[config.mk]
export PLATFORM = sky130hd
export DESIGN_NAME = dtc_top
export DESIGN_NICKNAME = d
export VERILOG_FILES = /design/src/design/dtc_pkg.sv /design/src/design/dtc_top.sv
export VERILOG_INCLUDE_DIRS = /design/src /design/src/design
export SDC_FILE = /design/constraint.sdc
export NUM_CORES = 1
export LEC_CHECK = 0
export BUFFER_PORTS_ARGS = -buffer_cell sky130_fd_sc_hd__buf_2
export CAP_MARGIN = 40
export CORE_MARGIN = 5
export CORE_UTILIZATION = 57
export CTS_CLUSTER_SIZE = 24
export DETAILED_ROUTE_END_ITERATION = 8
export PLACE_DENSITY = 0.85
export SLEW_MARGIN = 20
export SYNTH_ARGS = -nofsm -noshare
export SYNTH_HDL_FRONTEND = slang
export SYNTH_SLANG_ARGS = --single-unit
[constraint.sdc]
create_clock -name core_clk -period 3.9 [get_ports core_clk]
set_input_delay 0.78 -clock core_clk [delete_from_list [all_inputs] [get_ports core_clk]]
set_output_delay 0.78 -clock core_clk [all_outputs]
set_load 0.02 [all_outputs]
[src/design/dtc_defines.svh]
// Constants of the dual timer control block: register indices, bits, resets.
// Assumes inclusion by bare name from the package and the top module.
`ifndef DTC_DEFINES_SVH
`define DTC_DEFINES_SVH

// ------------------------------------------------------------
// Register indices, byte address is four times the index
// ------------------------------------------------------------
`define DTC_IDX_CONTROL    10'h088
`define DTC_IDX_MODE       10'h089
`define DTC_IDX_LOW_ZERO   10'h08a
`define DTC_IDX_LOW_ONE    10'h08b
`define DTC_IDX_HIGH_ZERO  10'h08c
`define DTC_IDX_HIGH_ONE   10'h08d

// ------------------------------------------------------------
// Control register bits
// ------------------------------------------------------------
`define DTC_CTL_OVF_ONE    7
`define DTC_CTL_RUN_ONE    6
`define DTC_CTL_OVF_ZERO   5
`define DTC_CTL_RUN_ZERO   4
`define DTC_CTL_EDGE_ONE   3
`define DTC_CTL_TYPE_ONE   2
`define DTC_CTL_EDGE_ZERO  1
`define DTC_CTL_TYPE_ZERO  0

// ------------------------------------------------------------
// Mode register bits
// ------------------------------------------------------------
`define DTC_MOD_GATE_ONE   7
`define DTC_MOD_SRC_ONE    6
`define DTC_MOD_HI_ONE     5
`define DTC_MOD_LO_ONE     4
`define DTC_MOD_GATE_ZERO  3
`define DTC_MOD_SRC_ZERO   2
`define DTC_MOD_HI_ZERO    1
`define DTC_MOD_LO_ZERO    0

// ------------------------------------------------------------
// Reset values, prescaler width and timing
// ------------------------------------------------------------
`define DTC_RST_BYTE       8'h00
`define DTC_PRESC_MSB      4
`define DTC_TICK_DIV       6
`define DTC_PIN_IDLE       1'b1

`endif

[src/design/dtc_pkg.sv]
// Types shared by the dual timer control block.
// Assumes dtc_defines.svh is on the include path.
package dtc_pkg;
  `include "dtc_defines.svh"

  // ------------------------------------------------------------
  // Operating modes
  // ------------------------------------------------------------
  typedef enum logic [1:0] {
    DTC_MODE_PRESC,
    DTC_MODE_WIDE,
    DTC_MODE_RELOAD,
    DTC_MODE_SPLIT
  } dtc_mode_e;

  // ------------------------------------------------------------
  // Result of one counting step
  // ------------------------------------------------------------
  typedef struct packed {
    logic [7:0] lo;
    logic [7:0] hi;
    logic       ovf;
  } dtc_step_s;

  // ------------------------------------------------------------
  // Decoded APB request address, taken straight from paddr
  // ------------------------------------------------------------
  typedef struct packed {
    logic [9:0] idx;
    logic       aligned;
  } dtc_addr_s;
endpackage : dtc_pkg

[src/design/dtc_top.sv]
// Two timer/counters with control, mode and count registers on APB.
// Assumes a 100 MHz core_clk; pins arrive asynchronously from outside.
//
// How it works
// - Overflow of timer one sets control bit 7 unless timer zero is in mode 11; vectoring acknowledge clears it.
// - Overflow of timer zero sets control bit 5; vectoring acknowledge clears it.
// - Control bit 6 starts timer one when one, stops it when zero unless timer zero is in mode 11.
// - Control bit 4 starts timer zero when one, stops it when zero.
// - Control bit 3 flags interrupt pin one; processing clears it in edge mode.
// - Control bit 1 flags interrupt pin zero; processing clears it in edge mode.
// - Control bit 2 picks low level or falling edge for interrupt one.
// - Control bit 0 picks low level or falling edge for interrupt zero.
// - Mode bit 7 set lets timer one run only while pin one is high.
// - Mode bit 3 set lets timer zero run only while pin zero is high.
// - Mode bit 6 picks divided clock or count pin falls for timer one.
// - Mode bit 2 picks divided clock or count pin falls for timer zero.
// - Timer one mode 00: high byte counts, five low bits prescale.
// - Timer zero mode 00: high byte counts, five low bits prescale.
// - Mode 01 chains high and low bytes into one 16-bit counter.
// - Timer one mode 10: low byte counts, reloads from high on overflow.
// - Timer zero mode 10: low byte counts, reloads from high on overflow.
// - Timer one mode 11 halts and keeps its count.
// - Timer zero mode 11: two 8-bit timers, high uses timer one controls.
// - Mode register and count bytes reset to zero.
// - Each count reads and writes as full high and low bytes.
// - Count pin sampled once per tick; high then low sample counts.
// - In mode 00 the upper three low-byte bits carry no meaning.
`timescale 1ns/1ps
`include "dtc_defines.svh"

module dtc_top
  import dtc_pkg::*;
#(
  parameter int TICK_DIV = `DTC_TICK_DIV
) (
  input  wire logic        core_clk,
  input  wire logic        sys_rst,
  input  wire logic        psel,
  input  wire logic        penable,
  input  wire logic        pwrite,
  input  wire logic [11:0] paddr,
  input  wire logic [31:0] pwdata,
  output logic      [31:0] prdata,
  output logic             pready,
  output logic             pslverr,
  input  wire logic        ext_irq_pin_zero,
  input  wire logic        ext_irq_pin_one,
  input  wire logic        count_pin_zero,
  input  wire logic        count_pin_one,
  input  wire logic        ack_ovf_zero,
  input  wire logic        ack_ovf_one,
  input  wire logic        ack_ext_zero,
  input  wire logic        ack_ext_one,
  output logic             ovf_flag_zero,
  output logic             ovf_flag_one,
  output logic             ext_irq_edge_flag_zero,
  output logic             ext_irq_edge_flag_one
);

  if (TICK_DIV < 1 || TICK_DIV > 255) begin : g_bad_div
    $error("TICK_DIV out of range");
  end

  // ------------------------------------------------------------
  // Helpers
  // ------------------------------------------------------------
  function automatic logic reg_hit(input dtc_addr_s a, input logic [9:0] idx);
    reg_hit = a.aligned && (a.idx == idx);
  endfunction : reg_hit

  function automatic logic mapped(input dtc_addr_s a);
    mapped = reg_hit(a, `DTC_IDX_CONTROL) || reg_hit(a, `DTC_IDX_MODE)
          || reg_hit(a, `DTC_IDX_LOW_ZERO) || reg_hit(a, `DTC_IDX_LOW_ONE)
          || reg_hit(a, `DTC_IDX_HIGH_ZERO) || reg_hit(a, `DTC_IDX_HIGH_ONE);
  endfunction : mapped

  function automatic dtc_step_s step(input dtc_mode_e mode, input logic [7:0] lo,
                                     input logic [7:0] hi, input logic inc);
    logic [5:0] pre;
    logic [8:0] wide;
    step.lo  = lo;
    step.hi  = hi;
    step.ovf = 1'b0;
    pre      = 6'h00;
    wide     = 9'h000;
    if (inc) begin
      case (mode)
        DTC_MODE_PRESC: begin
          pre = {1'b0, lo[`DTC_PRESC_MSB:0]} + 6'h01;
          step.lo[`DTC_PRESC_MSB:0] = pre[`DTC_PRESC_MSB:0];
          if (pre[5]) begin
            wide     = {1'b0, hi} + 9'h001;
            step.hi  = wide[7:0];
            step.ovf = wide[8];
          end
        end
        DTC_MODE_WIDE: begin
          wide    = {1'b0, lo} + 9'h001;
          step.lo = wide[7:0];
          if (wide[8]) begin
            wide     = {1'b0, hi} + 9'h001;
            step.hi  = wide[7:0];
            step.ovf = wide[8];
          end
        end
        DTC_MODE_RELOAD: begin
          wide     = {1'b0, lo} + 9'h001;
          step.lo  = wide[8] ? hi : wide[7:0];
          step.ovf = wide[8];
        end
        DTC_MODE_SPLIT: begin
          wide     = {1'b0, lo} + 9'h001;
          step.lo  = wide[7:0];
          step.ovf = wide[8];
        end
        default: begin
          step.ovf = 1'b0;
        end
      endcase
    end
  endfunction : step

  // ------------------------------------------------------------
  // Registers
  // ------------------------------------------------------------
  logic [7:0] timer_mode_select;
  logic [7:0] count_lower_zero;
  logic [7:0] count_upper_zero;
  logic [7:0] count_lower_one;
  logic [7:0] count_upper_one;
  logic       run_bit_zero;
  logic       run_bit_one;
  logic       ext_irq_type_zero;
  logic       ext_irq_type_one;

  // ------------------------------------------------------------
  // APB slave, zero wait states
  // ------------------------------------------------------------
  dtc_addr_s  req_addr;
  logic       wr_commit;
  logic [7:0] wbyte;

  assign req_addr.idx     = paddr[11:2];
  assign req_addr.aligned = (paddr[1:0] == 2'b00);
  assign wr_commit        = psel && penable && pready && pwrite && mapped(req_addr);
  assign wbyte            = pwdata[7:0];

  logic [7:0] ctrl_rd;
  assign ctrl_rd = {ovf_flag_one, run_bit_one, ovf_flag_zero, run_bit_zero,
                    ext_irq_edge_flag_one, ext_irq_type_one,
                    ext_irq_edge_flag_zero, ext_irq_type_zero};

  logic [7:0] next_rd;
  always_comb begin
    next_rd = 8'h00;
    if (reg_hit(req_addr, `DTC_IDX_CONTROL)) begin
      next_rd = ctrl_rd;
    end else if (reg_hit(req_addr, `DTC_IDX_MODE)) begin
      next_rd = timer_mode_select;
    end else if (reg_hit(req_addr, `DTC_IDX_LOW_ZERO)) begin
      next_rd = count_lower_zero;
    end else if (reg_hit(req_addr, `DTC_IDX_LOW_ONE)) begin
      next_rd = count_lower_one;
    end else if (reg_hit(req_addr, `DTC_IDX_HIGH_ZERO)) begin
      next_rd = count_upper_zero;
    end else if (reg_hit(req_addr, `DTC_IDX_HIGH_ONE)) begin
      next_rd = count_upper_one;
    end
  end

  always_ff @(posedge core_clk or posedge sys_rst) begin
    if (sys_rst) begin
      pready  <= 1'b0;
      pslverr <= 1'b0;
      prdata  <= 32'h0000_0000;
    end else begin
      pready  <= psel && !penable;
      pslverr <= psel && !penable && !mapped(req_addr);
      if (psel && !penable) begin
        prdata <= {24'h00_0000, next_rd};
      end
    end
  end

  // ------------------------------------------------------------
  // Pin synchronisers and filters
  // ------------------------------------------------------------
  logic [3:0] pin_raw;
  logic [3:0] pin_f;
  assign pin_raw = {count_pin_one, count_pin_zero, ext_irq_pin_one, ext_irq_pin_zero};

  genvar gi;
  generate
    for (gi = 0; gi < 4; gi++) begin : g_sync
      logic [2:0] sh;
      always_ff @(posedge core_clk or posedge sys_rst) begin
        if (sys_rst) begin
          sh           <= {3{`DTC_PIN_IDLE}};
          pin_f[gi]    <= `DTC_PIN_IDLE;
        end else begin
          sh <= {sh[1:0], pin_raw[gi]};
          if (sh[1] == sh[2]) begin
            pin_f[gi] <= sh[2];
          end
        end
      end
    end
  endgenerate

  // ------------------------------------------------------------
  // Peripheral tick divider
  // ------------------------------------------------------------
  logic [7:0] tick_cnt;
  logic       tick;
  always_ff @(posedge core_clk or posedge sys_rst) begin
    if (sys_rst) begin
      tick_cnt <= 8'h00;
      tick     <= 1'b0;
    end else begin
      tick <= (tick_cnt == 8'(TICK_DIV - 1));
      if (tick_cnt == 8'(TICK_DIV - 1)) begin
        tick_cnt <= 8'h00;
      end else begin
        tick_cnt <= tick_cnt + 8'h01;
      end
    end
  end

  // ------------------------------------------------------------
  // Count pin sampling and interrupt pin edges
  // ------------------------------------------------------------
  logic [1:0] cnt_smp;
  logic [1:0] cnt_fall;
  logic [1:0] irq_prev;
  logic [1:0] irq_fall;
  always_ff @(posedge core_clk or posedge sys_rst) begin
    if (sys_rst) begin
      cnt_smp  <= {2{`DTC_PIN_IDLE}};
      irq_prev <= {2{`DTC_PIN_IDLE}};
    end else begin
      irq_prev <= pin_f[1:0];
      if (tick) begin
        cnt_smp <= pin_f[3:2];
      end
    end
  end
  assign cnt_fall = {2{tick}} & cnt_smp & ~pin_f[3:2];
  assign irq_fall = irq_prev & ~pin_f[1:0];

  // ------------------------------------------------------------
  // Run qualification and count events
  // ------------------------------------------------------------
  dtc_mode_e mode_zero;
  dtc_mode_e mode_one;
  logic      split_zero;
  logic      run_zero_q;
  logic      run_one_q;
  logic      inc_zero;
  logic      inc_one;
  logic      inc_upper_split;

  assign mode_zero  = dtc_mode_e'({timer_mode_select[`DTC_MOD_HI_ZERO],
                                   timer_mode_select[`DTC_MOD_LO_ZERO]});
  assign mode_one   = dtc_mode_e'({timer_mode_select[`DTC_MOD_HI_ONE],
                                   timer_mode_select[`DTC_MOD_LO_ONE]});
  assign split_zero = (mode_zero == DTC_MODE_SPLIT);

  assign run_zero_q = run_bit_zero
                   && (!timer_mode_select[`DTC_MOD_GATE_ZERO] || pin_f[0]);
  assign run_one_q  = (split_zero || run_bit_one)
                   && (!timer_mode_select[`DTC_MOD_GATE_ONE] || pin_f[1]);

  assign inc_zero = run_zero_q
                 && (timer_mode_select[`DTC_MOD_SRC_ZERO] ? cnt_fall[0] : tick);
  assign inc_one  = run_one_q && (mode_one != DTC_MODE_SPLIT)
                 && (timer_mode_select[`DTC_MOD_SRC_ONE] ? cnt_fall[1] : tick);
  assign inc_upper_split = split_zero && run_bit_one && tick;

  // ------------------------------------------------------------
  // Counting steps
  // ------------------------------------------------------------
  dtc_step_s st_zero;
  dtc_step_s st_one;
  logic [8:0] upper_split;

  // Modes 00, 01, 10 and split low byte
  assign st_zero = step(mode_zero, count_lower_zero, count_upper_zero, inc_zero);
  assign st_one  = step(mode_one, count_lower_one, count_upper_one, inc_one);
  assign upper_split = {1'b0, count_upper_zero} + {8'h00, inc_upper_split};

  logic set_ovf_zero;
  logic set_ovf_one;
  assign set_ovf_zero = st_zero.ovf;
  assign set_ovf_one  = (split_zero && inc_upper_split && upper_split[8])
                     || (!split_zero && st_one.ovf);

  // ------------------------------------------------------------
  // Mode register
  // ------------------------------------------------------------
  always_ff @(posedge core_clk or posedge sys_rst) begin
    if (sys_rst) begin
      timer_mode_select <= `DTC_RST_BYTE;
    end else if (wr_commit && reg_hit(req_addr, `DTC_IDX_MODE)) begin
      timer_mode_select <= wbyte;
    end
  end

  // ------------------------------------------------------------
  // Count bytes, software write beats counting
  // ------------------------------------------------------------
  always_ff @(posedge core_clk or posedge sys_rst) begin
    if (sys_rst) begin
      count_lower_zero <= `DTC_RST_BYTE;
      count_upper_zero <= `DTC_RST_BYTE;
    end else begin
      if (wr_commit && reg_hit(req_addr, `DTC_IDX_LOW_ZERO)) begin
        count_lower_zero <= wbyte;
      end else begin
        count_lower_zero <= st_zero.lo;
      end
      if (wr_commit && reg_hit(req_addr, `DTC_IDX_HIGH_ZERO)) begin
        count_upper_zero <= wbyte;
      end else if (split_zero) begin
        count_upper_zero <= upper_split[7:0];
      end else begin
        count_upper_zero <= st_zero.hi;
      end
    end
  end

  always_ff @(posedge core_clk or posedge sys_rst) begin
    if (sys_rst) begin
      count_lower_one <= `DTC_RST_BYTE;
      count_upper_one <= `DTC_RST_BYTE;
    end else begin
      if (wr_commit && reg_hit(req_addr, `DTC_IDX_LOW_ONE)) begin
        count_lower_one <= wbyte;
      end else begin
        count_lower_one <= st_one.lo;
      end
      if (wr_commit && reg_hit(req_addr, `DTC_IDX_HIGH_ONE)) begin
        count_upper_one <= wbyte;
      end else begin
        count_upper_one <= st_one.hi;
      end
    end
  end

  // ------------------------------------------------------------
  // Control register: run and type bits
  // ------------------------------------------------------------
  logic ctl_wr;
  assign ctl_wr = wr_commit && reg_hit(req_addr, `DTC_IDX_CONTROL);

  always_ff @(posedge core_clk or posedge sys_rst) begin
    if (sys_rst) begin
      run_bit_zero      <= 1'b0;
      run_bit_one       <= 1'b0;
      ext_irq_type_zero <= 1'b0;
      ext_irq_type_one  <= 1'b0;
    end else if (ctl_wr) begin
      run_bit_zero      <= wbyte[`DTC_CTL_RUN_ZERO];
      run_bit_one       <= wbyte[`DTC_CTL_RUN_ONE];
      ext_irq_type_zero <= wbyte[`DTC_CTL_TYPE_ZERO];
      ext_irq_type_one  <= wbyte[`DTC_CTL_TYPE_ONE];
    end
  end

  // ------------------------------------------------------------
  // Overflow flags, a set beats any clear
  // ------------------------------------------------------------
  always_ff @(posedge core_clk or posedge sys_rst) begin
    if (sys_rst) begin
      ovf_flag_zero <= 1'b0;
      ovf_flag_one  <= 1'b0;
    end else begin
      if (set_ovf_zero) begin
        ovf_flag_zero <= 1'b1;
      end else if (ack_ovf_zero) begin
        ovf_flag_zero <= 1'b0;
      end else if (ctl_wr) begin
        ovf_flag_zero <= wbyte[`DTC_CTL_OVF_ZERO];
      end
      if (set_ovf_one) begin
        ovf_flag_one <= 1'b1;
      end else if (ack_ovf_one) begin
        ovf_flag_one <= 1'b0;
      end else if (ctl_wr) begin
        ovf_flag_one <= wbyte[`DTC_CTL_OVF_ONE];
      end
    end
  end

  // ------------------------------------------------------------
  // External interrupt flags
  // ------------------------------------------------------------
  always_ff @(posedge core_clk or posedge sys_rst) begin
    if (sys_rst) begin
      ext_irq_edge_flag_zero <= 1'b0;
      ext_irq_edge_flag_one  <= 1'b0;
    end else begin
      if (!ext_irq_type_zero) begin
        ext_irq_edge_flag_zero <= !pin_f[0];
      end else if (irq_fall[0]) begin
        ext_irq_edge_flag_zero <= 1'b1;
      end else if (ack_ext_zero) begin
        ext_irq_edge_flag_zero <= 1'b0;
      end else if (ctl_wr) begin
        ext_irq_edge_flag_zero <= wbyte[`DTC_CTL_EDGE_ZERO];
      end
      if (!ext_irq_type_one) begin
        ext_irq_edge_flag_one <= !pin_f[1];
      end else if (irq_fall[1]) begin
        ext_irq_edge_flag_one <= 1'b1;
      end else if (ack_ext_one) begin
        ext_irq_edge_flag_one <= 1'b0;
      end else if (ctl_wr) begin
        ext_irq_edge_flag_one <= wbyte[`DTC_CTL_EDGE_ONE];
      end
    end
  end

endmodule : dtc_top

==> results of run 1 <==
==> power by group <==
part           internal, W  total [W]  switching [W]
registers         0.000931   0.000943      0.0000122
logic            0.0000396   0.000139      0.0000997
clock network     0.000253   0.000643       0.000391
==> routing by layer <==
| metal | vias to the layer above | wire, um |
|---|---|---|
| met2 | 211 | 7456 |
| li1 | 2158 | - |
| met4 | 0 | 567 |
| met1 | 2338 | 5757 |
| met5 | - | 0 |
| met3 | 45 | 1222 |
==> cell type report <==
cell class / instances / area (um2)
Clock inverter: 7 / 72.57
Multi-Input combinational cell: 444 / 2964
Clock buffer: 9 / 123.9
Tap cell: 129 / 161.4
Fill cell: 826 / 3397
Sequential cell: 87 / 2202
Timing Repair Buffer: 55 / 297.8
Inverter: 17 / 65.06
==> worst max-delay path by stage <==
stage | from | slack [ps] | to | cells past startpoint
after CTS | timer_mode_select[0]$_DFFE_PP0P_ | 1030 | count_upper_zero[6]$_DFFE_PP0P_ | 11
after detailed placement | paddr[8] | 840 | count_lower_one[1]$_DFFE_PP0P_ | 7
after floorplan | sys_rst | 900 | count_lower_one[0]$_DFFE_PP0P_ | 1
after global routing | timer_mode_select[1]$_DFFE_PP0P_ | 850 | count_upper_zero[6]$_DFFE_PP0P_ | 11
final | timer_mode_select[0]$_DFFE_PP0P_ | 970 | count_upper_zero[6]$_DFFE_PP0P_ | 11
after global placement | paddr[8] | 850 | count_lower_one[1]$_DFFE_PP0P_ | 7
==> cells in the final DEF (no fill, tap or decap), drive strengths merged, types with 4 or more instances in the layout <==
master,n
dfrtp,67
buf,55
nand2,50
a21oi,37
nor2,35
o21ai,28
mux2,26
nand3,25
conb,24
inv,21
dfstp,20
and3,18
mux2i,14
xnor2,13
ha,12
nor3,11
nor2b,10
a211oi,10
a31oi,9
clkbuf,9
o22ai,8
nand4,8
nand2b,7
a22oi,7
nor4b,7
nor4,7
and2,5
xor2,5
o31ai,5
a221o,5
o211ai,4
maj3,4
o2bb2ai,4
a22o,4
a2111oi,4
==> logic make-up (layout without fill, tap and decap cells) <==
family          count (synthesis)  in the layout  share of synthesized area (%)
simple gates                  195            195                          19.13
compound gates                151            151                          19.16
flops                          87             87                          40.42
buf+inv                        72             88                          6.752
mux                            40             40                          8.084
xor+xnor                       18             18                          2.894
fa+ha+maj                      16             16                          3.491
other cells                     1             24                        0.06884
==> metrics by stage <==
step / total power [W] / utilization (%) / cell area (um2) / setup slack (ps)
floorplan: 0.001060 / - / 5534 / 902.9
global placement: 0.001093 / 61.29 / 5690 / 851.5
detailed placement: 0.001097 / 61.29 / 5690 / 838.0
CTS: 0.001731 / 63.41 / 5887 / 1030
global route: 0.001794 / 63.41 / 5887 / 851.8
finish: 0.001726 / 63.41 / 5887 / 974.2
==> registers in the layout, summed over array words and instances, names as in the netlist, 2 cells and up <==
| signal | count |
|---|---|
| count_lower_one | 8 |
| count_upper_one | 8 |
| irq_prev | 2 |
| pin_f | 4 |
| timer_mode_select | 8 |
| g_sync.sh | 12 |
| prdata | 8 |
| count_upper_zero | 8 |
| count_lower_zero | 8 |
| tick_cnt | 8 |
| cnt_smp | 2 |
==> critical path, delay by kind of cell, from the launching register on <==
family	cells	cell delay, ps
AND/OR/NAND/NOR	3	550
flip-flops	1	470
AO/OA/AOI/OAI	4	790
buffers and inverters	1	330
adder cells (fa/ha/maj)	3	680
==> impl_results.md, run 1 <==
* PwrDens at 293.1 nW/um2
* Met2 Track Usage GR at 45.07%
* Antenna Violating Nets Remaining at 0
* Leak pwr at 2.494 nW
* Arrival @ worst endpoint at 3200 ps
* Critical path capture point type: register
* Flop2flop setup slack at 970 ps
* Synth top area cells: dfrtp_1 31%, dfstp_2 9.6%, mux2_2 5.0%
* Worst path max stage delay at 470 ps
* Hold Path Cell Cnt at 0
* Critical-path top delay cell: dfrtp_1
* GR Layer Usage met3 at 6.239%
* Worst setup SP type: register
* Hold EP: g_sync[3].sh[1]$_DFF_PP1_
* Cell with the most instances after synthesis: dfrtp_1
* Core ar. at 9284 um2
* Layout cells sized above 1 at 21.00%
* Number of placed I/O pins at 95
* H-tree depth at 3
* Clk pin slew, worst setup/hold paths at 110 ps
* First DRT Iteration DRCs at 326
* Status: completed
* Synthesized flop and latch total at 87
* Tmin final at 2926 ps
* Port bufs at 46
* Post-synth EDFFs at 0
* Most used cell, CP: ha_1
* Reg2reg end: count_upper_zero[6]$_DFFE_PP0P_
* Biggest area consumer among synthesized cells: dfrtp_1
* Worst Path Required at 4180 ps
* Worst Path Max Fanout at 29
* Slew Viols, Final at 0
* Number of global-route vias before repair at 4,672
* DRC Markers at 0
* Vias/cell at 6.353
* Total GRT Usage at 26.60%
* Commonest cells in the netlist: 67 x dfrtp_1, 50 x nand2_1, 37 x a21oi_1
* Syn-to-layout area delta at 8.062%
* Top cell type's share of synthesized area at 30.78%
* Setup Viol. Count Final at 0
* Max-cap check violation count at 0
* DIE WIDTH at 107.8 um
* Syn Std Cell Area at 5448 um2
* Die area at 11,610 um2
* Setup bufs post-CTS at 0
* R2R depth at 11
* Placed cells at 732
* Clk root buf: clkbuf_8
* Wire per inst at 20.06 um
* Worst Tran Pin Value at 766.8 ps
* Critical-path cell list: ha_1 > buf_4 > and3_1 > ha_1 > ha_1 > nand3_1 > a211oi_1 > nand2_1 > o211ai_1 > a21oi_1 > a221o_1
* CTS Hold Bufs at 0
* Starting Density at 58.68%
* Chip Height at 107.8 um
* Unrepaired setup endpoints after global routing: no
* Routability cong. at 0.9417
* Worst hold slack at 351.5 ps
* Gate Count Post-Synth at 580
* Clk buf depth at 2
* GR peak layer: met2
* Routed via count at 4,752
* Fin nets at 683
* Count of cell types in the netlist at 72
* Clock Latency Late Sink at 390 ps
* Drt total wl at 15.00 mm
* Grt ovf at 0
* Row count at 35
* Fraction of registers with async set/reset at 100.0%
* Worst Hold Class: reg -> reg
* IR drop worst, VDD at 0.2299 mV
* GRT met1 Usage at 31.67%
* HPWL after DPL at 10.90 mm
* Largest net degree at the start of global routing at 34
* DRT Pass-1 Iters at 5
* Post-Route Setup TNS at 0 ps
* Post-Layout Cell Count at 748
* Setup Skew at 13.43 ps
* Initial antenna violation count at 0
* First-pass GRT wire length at 23.54 mm
* Hold path startpoint: g_sync[3].sh[0]$_DFF_PP1_
* Rel. slew slack at 47.56%
* N_diodes at 0
* CTS tree: done
* Final Hold Viols at 0
* Clk sinks at 87
* Main synth FF type: dfrtp_1
* Num CTS Buffers at 9
* Synth warnings at 0
* WS Path Type: reg -> reg
* Syn_area_per_cell at 9.393 um2
* Reg2reg start: timer_mode_select[0]$_DFFE_PP0P_
* Sequential share of the synthesized area at 40.42%
* Fmax at 341.8 MHz
* Period Utilization, post-route at 75.02%
* Resized cells post-CTS at 0
Power figures use the tool's default switching activity.
==> run 2, diff against run 1 <==
--- a/config.mk
+++ b/config.mk
@@ -9,10 +9,10 @@
 export BUFFER_PORTS_ARGS = -buffer_cell sky130_fd_sc_hd__buf_2
 export CAP_MARGIN = 40
 export CORE_MARGIN = 5
-export CORE_UTILIZATION = 57
+export CORE_UTILIZATION = 51
 export CTS_CLUSTER_SIZE = 24
 export DETAILED_ROUTE_END_ITERATION = 8
-export PLACE_DENSITY = 0.85
+export PLACE_DENSITY = 0.81
 export SLEW_MARGIN = 20
 export SYNTH_ARGS = -nofsm -noshare
 export SYNTH_HDL_FRONTEND = slang
==> constraint.sdc (replaced) <==
create_clock -name core_clk -period 2.4 [get_ports core_clk]
set_input_delay 0.48 -clock core_clk [delete_from_list [all_inputs] [get_ports core_clk]]
set_output_delay 0.48 -clock core_clk [all_outputs]
set_load 0.02 [all_outputs]
==> impl_results.md, run 2 (same netlist as run 1, synthesis figures left out) <==
* Most flops, register: g_sync.sh
* Tmin final at 2280 ps
* Drt total wl at 15.40 mm (+2.6%)
* Post-Route Setup TNS at 0 ps (unchanged)
* Gate power share at 8.7% (+0.6 points)
* WS Path Type: in -> reg
* Worst Path Max Fanout at 6 (-79%)
* Chip Height at 113.4 um (+5.2%)
* Number of placed I/O pins at 95 (unchanged)
* Fmax at 438.6 MHz
* Net Sw Frac at 28.25% (-0.87 points)
* Clock Latency Late Sink at 380 ps (about the same)
* Layout cells sized above 1 at 26.52% (+5.5 points)
* Critical path capture point type: register
* P_sw at 0.0007814 W (+55%)
* Setup Skew at 13.16 ps (-0.2734 ps)
* Grt ovf at 0 (unchanged)
* Worst setup SP type: input pin
* Wire per inst at 19.44 um (-3.1%)
* Period Utilization, post-route at 95.00%
* Clk pin slew, worst setup/hold paths at 90 ps (-20 ps)
* N_diodes at 0 (unchanged)
* Filler Cells Inserted at 886 (+7.3%)
* Row count at 37 (+5.7%)
* Routed via count at 4,912 (+3.4%)
* Most common cell after layout, fill and taps aside: dfrtp_1
* Routability cong. at 0.9938 (+5.5%)
* Antenna Violating Nets Remaining at 0 (unchanged)
* Total GRT Usage at 23.97% (-2.6 points)
* Clk network pwr share at 35.9% (-1.4 points)
* Number of global-route vias before repair at 4,601 (-1.5%)
* Syn-to-layout area delta at 13.92%
* Reg2reg start: timer_mode_select[1]$_DFFE_PP0P_
* Reg2reg end: count_upper_zero[6]$_DFFE_PP0P_
* Fin nets at 720 (+5.4%)
* Initial antenna violation count at 0 (unchanged)
* Final Hold Viols at 0 (unchanged)
* Internal power at 0.001984 W (+62%)
* DRT Pass-1 Iters at 5 (unchanged)
* R2R depth at 10 (-1)
* Leak pwr at 2.661 nW (+6.7%)
* Rel. slew slack at 54.62% (+7.1 points)
* Flop2flop setup slack at 160 ps (-810 ps)
* H-tree depth at 3 (unchanged)
* Flop pwr share at 55.4% (+0.7 points)
* Worst Tran Pin Value at 679.3 ps (-87.56 ps)
* Clk sinks at 87 (unchanged)
* Tot Pwr at 0.002766 W (+60%)
* HPWL after DPL at 11.32 mm (+3.9%)
* Num CTS Buffers at 9 (unchanged)
* Unrepaired setup endpoints after global routing: no
* Worst Path Required at 2670 ps (-1510 ps)
* Worst Hold Class: in -> async
* First DRT Iteration DRCs at 634 (+94%)
* Slew Viols, Final at 0 (unchanged)
* PwrDens at 445.7 nW/um2 (+52%)
* Max-cap check violation count at 0 (unchanged)
* Die area at 12,850 um2 (+11%)
* First-pass GRT wire length at 24.26 mm (+3.1%)
* CTS tree: done
* Core ar. at 10,370 um2 (+12%)
* DIE WIDTH at 113.4 um (+5.2%)
* Largest register FFs at 12 (unchanged)
* Clk root buf: clkbuf_8
* Vias/cell at 6.202 (-2.4%)
* Clk buf depth at 2 (unchanged)
* Setup Viol. Count Final at 0 (unchanged)
* DRC Markers at 0 (unchanged)
* IR drop worst, VDD at 0.4094 mV (+78%)
* Port bufs at 46 (unchanged)
* Status: completed
* Starting Density at 52.53% (-6.1 points)
* Commonest non-fill, non-tap cells in the layout: 67 x dfrtp_1, 50 x nand2_1, 46 x buf_2
* Arrival @ worst endpoint at 2550 ps (-650 ps)
* Largest net degree at the start of global routing at 36 (+5.9%)
-- run 2: final cells by class --
| cell class | count | area [um2] | area share (%) |
|---|---|---|---|
| Tap cell | 136 | 170.2 | 2.742 |
| Clock buffer | 10 | 127.6 | 2.056 |
| Sequential cell | 87 | 2202 | 35.48 |
| Clock inverter | 6 | 52.55 | 0.8468 |
| Multi-Input combinational cell | 444 | 2985 | 48.10 |
| Inverter | 17 | 67.56 | 1.089 |
| Timing Repair Buffer | 92 | 600.6 | 9.677 |
-- run 2: per-layer routing --
metal	vias up	wire (um)	part of all wire (%)	global-route usage, %
met1	2381	6158	40	31.43
li1	2240	-	-	-
met4	0	592	3.8	10.82
met2	247	7412	48	38.94
met5	-	0	0	0
met3	44	1230	8.0	3.957
-- run 2: worst max-delay path, stage by stage --
cell and delay (ps):
buf_2 90, or4b_1 550, or4b_4 550, nor3_2 150, and2_1 310, nor4b_1 120, mux2_4 300
-- run 2: worst max-delay path by stage --
stage	start	endpoint	slack, ps
6_report	paddr[8]	ext_irq_edge_flag_zero$_DFFE_PP0P_	120
5_1_grt	count_lower_zero[1]$_DFFE_PP0P_	count_upper_zero[3]$_DFFE_PP0P_	30
4_1_cts	timer_mode_select[1]$_DFFE_PP0P_	count_upper_zero[5]$_DFFE_PP0P_	50
3_5_place_dp	paddr[8]	ext_irq_edge_flag_zero$_DFFE_PP0P_	-270
3_3_place_gp	paddr[8]	ext_irq_edge_flag_zero$_DFFE_PP0P_	-230
2_1_floorplan	timer_mode_select[0]$_DFFE_PP0P_	count_upper_zero[6]$_DFFE_PP0P_	-50
-- run 2: power by group through the flow --
stage	sequential (W)	clock [W]	combinational (W)
after global routing	0.00154	0.00106	0.000264
after CTS	0.00153	0.00101	0.000241
after floorplan	0.00156	0	0.000162
final	0.00153	0.000992	0.000242
after global placement	0.00156	0	0.000234
after detailed placement	0.00156	0	0.000240
-- run 2: through the flow --
step	hold WS [ps]	utilization (%)	cell area [um2]	setup slack (ps)	instances
after floorplan	345.2	-	5555	-45.76	603
after global routing	173.9	59.85	6206	33.11	792
final	193.2	59.85	6206	120.1	792
after detailed placement	346.8	57.85	6000	-266.0	774
after CTS	176.3	59.59	6180	51.16	790
after global placement	345.2	57.85	6000	-232.7	774
-- run 2: repair_timing --
item / 4_1_cts / 5_1_grt
gates resized for setup: 0 / 6
setup endpoints to repair: 0 / 9
hold endpoints to repair: 0 / 0
setup buffers: 0 / 2
hold buffers: 0 / 0
